**config.mk**
```make
export PLATFORM = sky130hd
export DESIGN_NAME = sbc_bank
export DESIGN_NICKNAME = d
export VERILOG_FILES = /design/src/design/sbc_fix_note.sv /design/src/design/sbc_pkg.sv /design/src/design/sbc_bank.sv
export VERILOG_INCLUDE_DIRS = /design/src /design/src/design
export SDC_FILE = /design/constraint.sdc
export NUM_CORES = 1
export LEC_CHECK = 0
export ABC_CLOCK_PERIOD_IN_PS = 4300
export BUFFER_PORTS_ARGS = -buffer_cell sky130_fd_sc_hd__buf_4
export CAP_MARGIN = 20
export CELL_PAD_IN_SITES_DETAIL_PLACEMENT = 1
export CELL_PAD_IN_SITES_GLOBAL_PLACEMENT = 1
export CORE_ASPECT_RATIO = 0.5
export CORE_UTILIZATION = 38
export CTS_CLUSTER_SIZE = 40
export DETAILED_ROUTE_END_ITERATION = 7
export PLACE_DENSITY = 0.83
export SYNTH_ARGS = -nofsm -noshare
export SYNTH_HDL_FRONTEND = slang
export SYNTH_SLANG_ARGS = --single-unit
```
**constraint.sdc**
```tcl
create_clock -name clk_sys -period 4.3 [get_ports clk_sys]
set_clock_uncertainty 0.15 [all_clocks]
set_input_delay 0.43 -clock clk_sys [delete_from_list [all_inputs] [get_ports clk_sys]]
set_output_delay 0.43 -clock clk_sys [all_outputs]
set_load 0.005 [all_outputs]
```
**src/design/sbc_params.svh**
```systemverilog
// offsets, field positions, reset values of the bypass configuration bank
`ifndef SBC_PARAMS_SVH
`define SBC_PARAMS_SVH
// ==========================================================
// register offsets (byte addresses, one word each)
`define SBC_OFF_SCFG   8'h00
`define SBC_OFF_BYPASS_SECURITY_OVERRIDE  8'h04
// ==========================================================
// field positions
`define SBC_BYPASS_SECURITY_OVERRIDE_LO   28
`define SBC_BYPASS_WRITE_ALLOC_HINT_LO   26
`define SBC_BYPASS_READ_ALLOC_HINT_LO   24
`define SBC_BYPASS_SHAREABILITY_LO   22
`define SBC_SMCF_BIT   21
`define SBC_BYPASS_MEMTYPE_OVERRIDE_EN_BIT  20
`define SBC_MATTR_LO   16
`define SBC_BSU_LO     14
`define SBC_FB_BIT     13
`define SBC_PTM_BIT    12
`define SBC_USF_BIT    10
`define SBC_GSE_BIT    9
`define SBC_STALL_DISABLE_BIT 8
`define SBC_CPB_BIT    0
// ==========================================================
// reset values and fixed read masks
`define SBC_RST_SCFG   32'h0000_0001
`define SBC_RST_BYPASS_SECURITY_OVERRIDE  32'h0000_0000
`define SBC_BASE_MASK  32'h301f_0501
`define SBC_NS_MASK    32'h0000_0300
`endif

```
**src/design/sbc_fix_note.sv**
```systemverilog
// holds no code: every part of the bank lives in the other three design files

```
**src/design/sbc_pkg.sv**
```systemverilog
// types shared by the bypass configuration bank
package sbc_pkg;
   // maintenance operation kind carried by a client request
   typedef enum logic [1:0] {
      SBC_OP_NONE = 2'h0,
      SBC_OP_TLB  = 2'h1,
      SBC_OP_BP   = 2'h2,
      SBC_OP_IC   = 2'h3
   } sbc_op_t;

   // one client request as seen at the stream mapping stage
   typedef struct packed {
      logic       valid;
      logic       sec_state;
      logic       is_write;
      logic       match_none;
      logic       match_multi;
      logic       is_barrier;
      sbc_op_t    op;
      logic       dflt_ns;
      logic       dflt_walloc;
      logic       dflt_ralloc;
      logic [1:0] dflt_share;
      logic [3:0] dflt_bypass_memory_attributes;
      logic [1:0] bar_share;
   } sbc_txn_t;

   // resolved handling of that request
   typedef struct packed {
      logic       valid;
      logic       bypass;
      logic       fault_unmatched;
      logic       fault_conflict;
      logic       ns;
      logic       walloc;
      logic       ralloc;
      logic [1:0] share;
      logic [3:0] bypass_memory_attributes;
      logic [1:0] bar_share;
      logic       bcast_is;
   } sbc_res_t;

   // whole state of the bank
   typedef struct packed {
      logic [31:0] scfg;
      logic [31:0] bypass_security_override;
      logic [31:0] rdata;
      sbc_res_t    res;
   } sbc_state_t;
endpackage

```
**src/design/sbc_bank.sv**
```systemverilog
// secure bypass configuration register bank and bypass attribute logic
`timescale 1ns/10ps
`default_nettype none
`include "sbc_params.svh"

// ==========================================================
// overview
//
// the bank holds two words: the secure copy, which carries every
// bypass attribute control, and the non-secure copy, which here
// carries only the stall controls
//
// secure word layout
//   31:30  reserved, read zero
//   29:28  security override for secure bypassing requests
//   27:26  write allocate hint override
//   25:24  read allocate hint override
//   23:22  shareability override
//   21     match conflict fault enable
//   20     memory type override enable
//   19:16  memory attribute overlay
//   15:14  barrier shareability upgrade
//   13     force broadcast of maintenance
//   12     private tlb maintenance
//   11     reserved, read zero
//   10     unmatched stream fault enable
//   9      global stall enable
//   8      stall disable
//   7:1    reserved, read zero
//   0      client port bypass
//
// non-secure word layout
//   9      global stall enable for non-secure contexts
//   8      stall disable for non-secure contexts
//   others read zero and ignore writes
//
// register bus
//   a write lands at the edge that samples the strobe
//   read data stand in the cycle after the read strobe, else zero
//   unmapped addresses read zero and ignore writes
//   no wait states: the bank answers every access at once
//
// request path
//   one request descriptor is resolved per clock; the answer is
//   registered and stands for exactly one cycle after the request
//   overrides apply only to requests that skip the mapping table
//   because they matched nothing or matched several entries; a
//   request passed by the port bypass keeps its own attributes
//
// limitations
//   fields without a defined reset value start at zero here
//   the reserved override code 01 keeps the default attribute
//   optional fields left out read zero, but match conflict fault reads SMCF_FIXED and private tlb maintenance reads one without broadcast
//   a write setting stall disable also clears global stall in its word
//   secure hypervisor entries are not singled out by this bank
module sbc_bank #(
   parameter bit HAS_WALLOC   = 1'b1,
   parameter bit HAS_RALLOC   = 1'b1,
   parameter bit HAS_SHARE    = 1'b1,
   parameter bit SMCF_CONFIG  = 1'b1,
   parameter bit SMCF_FIXED   = 1'b0,
   parameter bit HAS_BSU      = 1'b1,
   parameter bit HAS_BTM      = 1'b1,
   parameter bit HAS_PTM      = 1'b1,
   parameter bit HAS_GSE      = 1'b1,
   parameter bit NS_STALL_SEC = 1'b1
) (
   input  wire logic            clk_sys,
   input  wire logic            nrst,
   input  wire logic [7:0]      reg_addr,
   input  wire logic [31:0]     reg_wdata,
   input  wire logic            reg_wr,
   input  wire logic            reg_rd,
   output logic [31:0]          reg_rdata,
   input  wire sbc_pkg::sbc_txn_t txn_in,
   output sbc_pkg::sbc_res_t    txn_out,
   output logic                 client_port_bypass,
   output logic                 global_stall_s,
   output logic                 global_stall_ns,
   output logic                 ctx_stall_ok_s,
   output logic                 ctx_stall_ok_ns,
   output logic                 tlb_bcast_required,
   output logic                 tlb_bcast_permitted
);

   // ==========================================================
   // helper functions

   // two-bit hint override: 10 gives v10, 11 gives its inverse
   // the reserved code 01 and code 00 both keep the default value
   function automatic logic sbc_hint(
      input logic [1:0] cfg,
      input logic       dflt,
      input logic       v10
   );
      logic r;
      r = dflt;
      if (cfg == 2'h2) begin
         r = v10;
      end else if (cfg == 2'h3) begin
         r = ~v10;
      end
      return r;
   endfunction

   // two-bit mask of a field whose support is optional
   function automatic logic [31:0] sbc_fld2(
      input bit have,
      input int lo
   );
      logic [31:0] m;
      m = 32'h0000_0000;
      if (have) begin
         m[lo +: 2] = 2'h3;
      end
      return m;
   endfunction

   // barrier domain order: none < inner < outer < full system
   // the codes already rise with the domain, so a compare suffices
   function automatic logic [1:0] sbc_max2(
      input logic [1:0] a,
      input logic [1:0] b
   );
      return (a > b) ? a : b;
   endfunction

   // ==========================================================
   // writable masks fixed by the build options

   // always present fields plus the optional ones
   // a bit outside this mask is never stored, so a read of it returns
   // zero unless the view forces it to one, and a write to it is lost; this one mask serves both the
   // read-as-zero and the write-ignored duty of an absent field
   // force broadcast is always writable, hence its constant term
   localparam logic [31:0] SMASK =
      `SBC_BASE_MASK
      | sbc_fld2(HAS_WALLOC, `SBC_BYPASS_WRITE_ALLOC_HINT_LO)
      | sbc_fld2(HAS_RALLOC, `SBC_BYPASS_READ_ALLOC_HINT_LO)
      | sbc_fld2(HAS_SHARE, `SBC_BYPASS_SHAREABILITY_LO)
      | sbc_fld2(HAS_BSU, `SBC_BSU_LO)
      | (32'(SMCF_CONFIG) << `SBC_SMCF_BIT)
      | (32'(HAS_BTM && HAS_PTM) << `SBC_PTM_BIT)
      | (32'h0000_2000)
      | (32'(HAS_GSE) << `SBC_GSE_BIT);

   // non-secure copy carries only the stall controls here
   // without global stall support only stall disable is stored
   // the security override bits stay reserved in this copy
   localparam logic [31:0] NMASK = HAS_GSE ? `SBC_NS_MASK
                                           : 32'h0000_0100;

   // ==========================================================
   // state

   // st holds every flop of the bank; next_st is its next value
   // the views are what software and the request path see
   sbc_pkg::sbc_state_t st;
   sbc_pkg::sbc_state_t next_st;

   logic [31:0] s_view;
   logic [31:0] n_view;
   logic        s_stall_disable;
   logic        n_stall_disable;
   logic        s_stall_off;

   // ==========================================================
   // register views as software reads them

   // fixed bits, read-as-one and forced-zero bits applied to stored words
   // the write path already clears global stall in the word on a
   // stall disable write; masking it on the view too keeps the read
   // and the stall outputs consistent whatever was stored
   always_comb begin
      s_view = st.scfg & SMASK;
      if (!SMCF_CONFIG) begin
         s_view[`SBC_SMCF_BIT] = SMCF_FIXED;
      end
      if (!HAS_BTM) begin
         s_view[`SBC_PTM_BIT] = 1'b1;
      end
      if (s_view[`SBC_STALL_DISABLE_BIT]) begin
         s_view[`SBC_GSE_BIT] = 1'b0;
      end
      n_view = st.bypass_security_override & NMASK;
      if (n_view[`SBC_STALL_DISABLE_BIT]) begin
         n_view[`SBC_GSE_BIT] = 1'b0;
      end
   end

   // stall controls of both security states
   // with the non-secure control also covering the secure side,
   // either stall disable switches off secure stalling
   always_comb begin
      s_stall_disable = s_view[`SBC_STALL_DISABLE_BIT];
      n_stall_disable = n_view[`SBC_STALL_DISABLE_BIT];
      s_stall_off = s_stall_disable | (NS_STALL_SEC & n_stall_disable);
   end

   // ==========================================================
   // next state

   // register writes, read data and request resolution all happen
   // in this one process; a read in the cycle after a write sees
   // the new word because the views are built from st, which has
   // taken the write at the edge between them
   always_comb begin
      logic [31:0]   wv;
      logic [1:0]    ns_cfg;
      logic [1:0]    wa_cfg;
      logic [1:0]    ra_cfg;
      logic [1:0]    sh_cfg;
      logic [1:0]    barrier_shareability_upgrade;
      logic          bypass_map;
      sbc_pkg::sbc_res_t r;
      wv = 32'h0000_0000;
      ns_cfg = s_view[`SBC_BYPASS_SECURITY_OVERRIDE_LO +: 2];
      wa_cfg = s_view[`SBC_BYPASS_WRITE_ALLOC_HINT_LO +: 2];
      ra_cfg = s_view[`SBC_BYPASS_READ_ALLOC_HINT_LO +: 2];
      sh_cfg = s_view[`SBC_BYPASS_SHAREABILITY_LO +: 2];
      barrier_shareability_upgrade = s_view[`SBC_BSU_LO +: 2];
      bypass_map = 1'b0;
      r = '0;
      next_st = st;

      // secure copy write: only implemented bits change
      if (reg_wr && reg_addr == `SBC_OFF_SCFG) begin
         wv = (st.scfg & ~SMASK) | (reg_wdata & SMASK);
         if (wv[`SBC_STALL_DISABLE_BIT]) begin
            wv[`SBC_GSE_BIT] = 1'b0;
         end
         next_st.scfg = wv;
      end

      // non-secure copy write: stall controls only
      if (reg_wr && reg_addr == `SBC_OFF_BYPASS_SECURITY_OVERRIDE) begin
         wv = reg_wdata & NMASK;
         if (wv[`SBC_STALL_DISABLE_BIT]) begin
            wv[`SBC_GSE_BIT] = 1'b0;
         end
         next_st.bypass_security_override = wv;
      end

      // read data for the cycle after the strobe, zero elsewhere
      next_st.rdata = 32'h0000_0000;
      if (reg_rd) begin
         if (reg_addr == `SBC_OFF_SCFG) begin
            next_st.rdata = s_view;
         end else if (reg_addr == `SBC_OFF_BYPASS_SECURITY_OVERRIDE) begin
            next_st.rdata = n_view;
         end
      end

      // defaults pass through unchanged
      r.valid = txn_in.valid;
      r.ns = txn_in.dflt_ns;
      r.walloc = txn_in.dflt_walloc;
      r.ralloc = txn_in.dflt_ralloc;
      r.share = txn_in.dflt_share;
      r.bypass_memory_attributes = txn_in.dflt_bypass_memory_attributes;
      r.bar_share = txn_in.bar_share;

      // decide whether stream mapping is bypassed or faulted
      // the port bypass wins over every fault: a request passed by it
      // never reaches the mapping stage, so neither fault can be raised
      // and no override applies
      if (s_view[`SBC_CPB_BIT]) begin
         r.bypass = 1'b1;
      end else if (txn_in.match_none) begin
         r.fault_unmatched = s_view[`SBC_USF_BIT];
         bypass_map = ~s_view[`SBC_USF_BIT];
      end else if (txn_in.match_multi) begin
         r.fault_conflict = s_view[`SBC_SMCF_BIT];
         bypass_map = ~s_view[`SBC_SMCF_BIT];
      end
      if (bypass_map) begin
         r.bypass = 1'b1;
      end

      // attribute overrides on requests that skip the mapping table
      // a mapped request keeps the attributes its context would give;
      // the descriptor's defaults stand in for them here
      if (bypass_map) begin
         if (txn_in.sec_state) begin
            r.ns = sbc_hint(ns_cfg, txn_in.dflt_ns, 1'b0);
         end
         if (txn_in.is_write) begin
            r.walloc = sbc_hint(wa_cfg, txn_in.dflt_walloc, 1'b1);
         end else begin
            r.ralloc = sbc_hint(ra_cfg, txn_in.dflt_ralloc, 1'b1);
         end
         if (sh_cfg != 2'h0) begin
            r.share = sh_cfg;
         end
         if (s_view[`SBC_BYPASS_MEMTYPE_OVERRIDE_EN_BIT]) begin
            r.bypass_memory_attributes = s_view[`SBC_MATTR_LO +: 4];
         end
         if (txn_in.is_barrier) begin
            r.bar_share = sbc_max2(txn_in.bar_share, barrier_shareability_upgrade);
         end
         if (txn_in.op != sbc_pkg::SBC_OP_NONE) begin
            r.bcast_is = s_view[`SBC_FB_BIT];
         end
      end
      next_st.res = r;
   end

   // ==========================================================
   // state register

   // asynchronous reset loads constants only; the bypass bit comes up
   // set so that clients are passed before software configures them
   always_ff @(posedge clk_sys or negedge nrst) begin
      if (!nrst) begin
         // stall disable and client bypass take their reset values
         next_st_dummy_guard: begin
            st.scfg <= `SBC_RST_SCFG;
            st.bypass_security_override <= `SBC_RST_BYPASS_SECURITY_OVERRIDE;
            st.rdata <= 32'h0000_0000;
            st.res <= '0;
         end
      end else begin
         st <= next_st;
      end
   end

   // ==========================================================
   // outputs

   // register read data and resolved request
   assign reg_rdata = st.rdata;
   assign txn_out = st.res;

   // bypass and stall controls driven from the stored words
   // they are combinational from flops only, so they change in the
   // cycle after the write that alters them and never follow the bus
   assign client_port_bypass = s_view[`SBC_CPB_BIT];
   assign global_stall_s = s_view[`SBC_GSE_BIT] & ~s_stall_off;
   assign global_stall_ns = n_view[`SBC_GSE_BIT];
   assign ctx_stall_ok_s = ~s_stall_off;
   assign ctx_stall_ok_ns = ~n_stall_disable;

   // broadcast maintenance participation; the private bit is a hint only
   // a build without broadcast support reads the private bit as one,
   // so tlb_bcast_required drops to zero there
   assign tlb_bcast_required = HAS_BTM & ~s_view[`SBC_PTM_BIT];
   assign tlb_bcast_permitted = HAS_BTM;

endmodule
`default_nettype wire

```
After elaboration in Yosys (flattened, before gate mapping)
Index checks and enable logic that the tools add are counted.
{"block": "classes", "add_sub_neg": 0, "mul": 0, "div_mod_pow": 0, "order_cmp": 1, "eq_ne": 7, "shifts": 0, "muxes": 31, "n_bitwise": 8, "n_reduce_logical": 5}
{"operator": "30-bit two-way mux", "count": 2}
{"operator": "32-bit by 30-bit bitwise OR with 32-bit output", "count": 1}
{"operator": "1-bit two-way mux", "count": 22}
{"operator": "2-bit == test (second input constant)", "count": 6}
{"operator": "12-bit two-way mux", "count": 1}
{"operator": "10-bit two-way mux", "count": 1}
{"operator": "8-bit by 3-bit == test with 1-bit output (second input constant)", "count": 1}
{"operator": "8-bit zero test", "count": 1}
{"operator": "2-bit two-way mux", "count": 4}
{"operator": "1-bit NOT", "count": 5}
{"operator": "4-bit two-way mux", "count": 1}
{"operator": "2-bit nonzero test", "count": 2}
{"operator": "2-bit > comparator", "count": 1}
{"operator": "1-bit logical AND", "count": 2}
{"operator": "1-bit bitwise AND", "count": 1}
{"operator": "1-bit bitwise OR", "count": 1}
{"block": "word_totals", "reg_bits": 82, "latch_bits": 0, "mem_bits_rw": 0, "romBits": 0, "input_bits": 63, "output_inout_bits": 55, "word_cells": 66, "n_memories": 0}

Logic depth before layout (Yosys ltp)
{"block": "depth", "word_depth": 5, "ltp_mapped": 5, "mapped_depth_nobuf": 5}

Worst setup path after synthesis
Ideal clock, no wire load.
{"block": "synth_path", "path_kind": "in2reg", "from": "input port reg_addr[5]", "to": "register st (netlist bit s_view[18])", "setup_ns": 0.125, "t_arrival_ns": 1.713, "required_time_ns": 4.025, "setup_slack_ns": 2.312, "path_stages": 4, "n_path_buf": 1, "cell_sequence": "or4_4 -> nor3_4 -> buf_6 -> mux2_2"}
{"block": "synth_via", "elab_chain_cells": 2}
{"element": "from (decl)", "line_no": "sbc_bank.sv:70", "rtl": "input wire logic [7:0] reg_addr,"}
{"element": "8-bit zero test (no line)"}
{"element": "1-bit logical AND (no line)"}
{"element": "to (signal assigned)", "line_no": "sbc_bank.sv:323", "rtl": "st <= next_st;"}
{"element": "to (decl)", "line_no": "sbc_bank.sv:158", "rtl": "sbc_pkg::sbc_state_t st;"}
Every way passes these cells.
A chain may end at the register's enable or synchronous reset.

Final worst setup path
{"block": "layout_path", "from": "input port reg_addr[5]", "to": "register st (netlist bit s_view[27])"}
Same word-level chain as after synthesis.

==> results.json <==
{
  "cts_resized": 0,
  "startpoint_type": "input pin",
  "vias": 1783,
  "cp.arrival_ns": 2.04,
  "grt_pass1_vias": 2013,
  "outcome": "completed",
  "crit_family": "simple AND/OR/NAND/NOR gates",
  "regToRegSetupSlack_ns": 2.33,
  "layout-drive-gt1-share": 0.495,
  "clock_sinks": 62,
  "synth.top_cell.area_share": 0.536,
  "setup_viol": 0,
  "grt_pass1_wl_microns": 10400,
  "clock_path_buffers": 2,
  "dp.cells": 369,
  "cp_slowest_cell": "or4_4",
  "setup_tns_ns": 0,
  "hpwl_microns": 4370,
  "row_count": 21,
  "vdd_drop_max_mv": 0.227,
  "slew_headroom": 0.478,
  "syn_area_sq_mm": 0.00285,
  "grt.overflow.total": 0,
  "totalWireLength_microns": 6520,
  "crit_fanout": 19,
  "cts_tree": "done",
  "min_path_type": "in2async",
  "io_pins": 118,
  "die_w_microns": 124,
  "ant_nets": 0,
  "die_area_sq_mm": 0.00787,
  "synth_area_leaders": "dfrtp_1, buf_4, mux2_2, and2_1, mux2i_1",
  "grt_max_degree": 63,
  "path_clk_slew_ns": 0.05,
  "vias_per_cell": 4.63,
  "wl_per_cell_microns": 16.9,
  "grt_use_total": 0.176,
  "initial_core_util": 0.409,
  "rsz0062_at_grt": "no",
  "synth_cells": 226,
  "hold_viol": 0,
  "crit_path_cell_trace": "buf_4, or4_4, nor3_4, buf_16, mux2_2",
  "report.final.slew_viol_count": 0,
  "yosysWarnings": 0,
  "port_buffers": 96,
  "place_congestion": 0.698,
  "cts_setup_buffers": 0,
  "cp_slowest_stage_delay_ns": 0.55,
  "maxCapViolations": 0,
  "pre_cts_ws_ns": 1.47,
  "crit_required_ns": 4.35,
  "rr_worst_depth": 3,
  "syn_area_per_cell_sq_um": 12.6,
  "cts-root-buf": "clkbuf_16",
  "ys_types": 39,
  "seq_area_frac_synth": 0.545,
  "antenna_found_initial": 0,
  "drc": 0,
  "die_h_microns": 63.2,
  "synth_top_cell_by_area": "dfrtp_1",
  "p_leak_nw": 1.88,
  "worstMarginPinSlew_ns": 0.782,
  "period_minus_slack_ns": 1.99,
  "synth_edf_count": 0,
  "synth-seq-cells": 62,
  "dr.pass1.iters": 4,
  "p_per_area_mw_per_mm2": 408,
  "hold_slack_ns": 0.0393,
  "final_nets": 355,
  "diodes": 0,
  "reg2reg_from": "s_view[21]",
  "area_growth_pct": 28.1,
  "critPathBufInv": 2,
  "r2r-end": "txn_out[1]",
  "ys.flop_type": "dfrtp_1",
  "fin_cells": 385,
  "cts_buffers": 9,
  "coreArea_sq_mm": 0.00696,
  "crit_type": "in2reg",
  "setup_ws_ns": 2.31,
  "max_freq_ghz": 0.503,
  "endpoint_kind": "flop",
  "period_share": 0.463,
  "postCtsHoldBufs": 0,
  "h-tree-depth": 3,
  "clk-insertion-delay-late_ns": 0.32,
  "async_reset_ff_frac": 1.00,
  "drtIter0Drc": 66
}
## stage by stage
step	power, mW	utilization	instance area [sq um]
CTS	1.50	0.520	3620
finish	1.49	0.524	3650
global placement	0.731	0.475	3310
floorplan	0.678	-	2880
global route	1.54	0.524	3650
detailed placement	0.738	0.475	3310
## logic make-up after synthesis
| family | share of synthesized area |
|---|---|
| compound gates | 0.0400 |
| other cells | 0.00264 |
| mux | 0.135 |
| simple gates | 0.106 |
| fa+ha+maj | 0.0132 |
| flops | 0.545 |
| buf+inv | 0.158 |
## cell type report
class | count | area [sq um]
Clock buffer | 12 | 246
Clock inverter | 3 | 68.8
Fill cell | 740 | 3310
Inverter | 10 | 37.5
Multi-Input combinational cell | 109 | 880
Sequential cell | 62 | 1550
Tap cell | 92 | 115
Timing Repair Buffer | 97 | 748
## cells in the mapped netlist, drive strengths merged (2+ instances only)
master,instances
nor2,4
mux2,30
and2,17
clkbuf,3
nor3,7
a22o,2
mux2i,4
nand3,2
o211ai,3
a211oi,2
conb,2
a21oi,2
nand2b,3
dfrtp,61
buf,51
nor2b,2
inv,10
nand2,3
ha,3
## how the worst max path moves through the flow
stage	startpoint	endpoint	slack (ns)	depth (start not counted)
finish	reg_addr[5]	s_view[27]	2.31	5
detailed placement	reg_addr[5]	s_view[12]	1.47	4
CTS	reg_addr[5]	s_view[27]	1.83	4
floorplan	reg_addr[5]	s_view[18]	2.31	4
global route	s_view[21]	txn_out[1]	2.26	3
global placement	reg_addr[5]	s_view[20]	1.56	4
## flip-flops by register name, summed over array words and instances, names as in the netlist
signal	flops
client_port_bypass	1
n_stall_disable	1
reg_rdata	22
s_stall_disable	1
s_view	19
st	2
txn_out	16
## worst reg2reg max path, stage by stage, from the launching register on
cell	delay, ns
dfrtp_1	0.41
or3b_1	0.53
a221oi_1	0.39
mux2_2	0.37
## power by group
group	internal [mW]	total (mW)	leakage [nW]	switching, mW
clock network	0.521	0.759	0.153	0.238
registers	0.603	0.615	0.828	0.0119
logic	0.0639	0.114	0.895	0.0500
## per-layer routing
layer / vias up / routed length, microns / GRT usage
met4: 0 / 144 / 0.0753
met5: - / 0 / 0
met1: 887 / 2510 / 0.190
met3: 12 / 326 / 0.0493
met2: 62 / 3540 / 0.328
li1: 822 / - / -
## cells in the final DEF (no fill, tap or decap), drive strengths merged, types with 2 or more instances in the layout
| master | n |
|---|---|
| buf | 97 |
| dfrtp | 61 |
| mux2 | 30 |
| and2 | 17 |
| clkbuf | 12 |
| conb | 11 |
| inv | 10 |
| nor3 | 7 |
| mux2i | 4 |
| nor2 | 4 |
| nand2 | 3 |
| nand2b | 3 |
| o211ai | 3 |
| ha | 3 |
| a211oi | 2 |
| a21oi | 2 |
| nor2b | 2 |
| a22o | 2 |
| nand3 | 2 |
| bufinv | 2 |
Power figures use the tool's default switching activity.
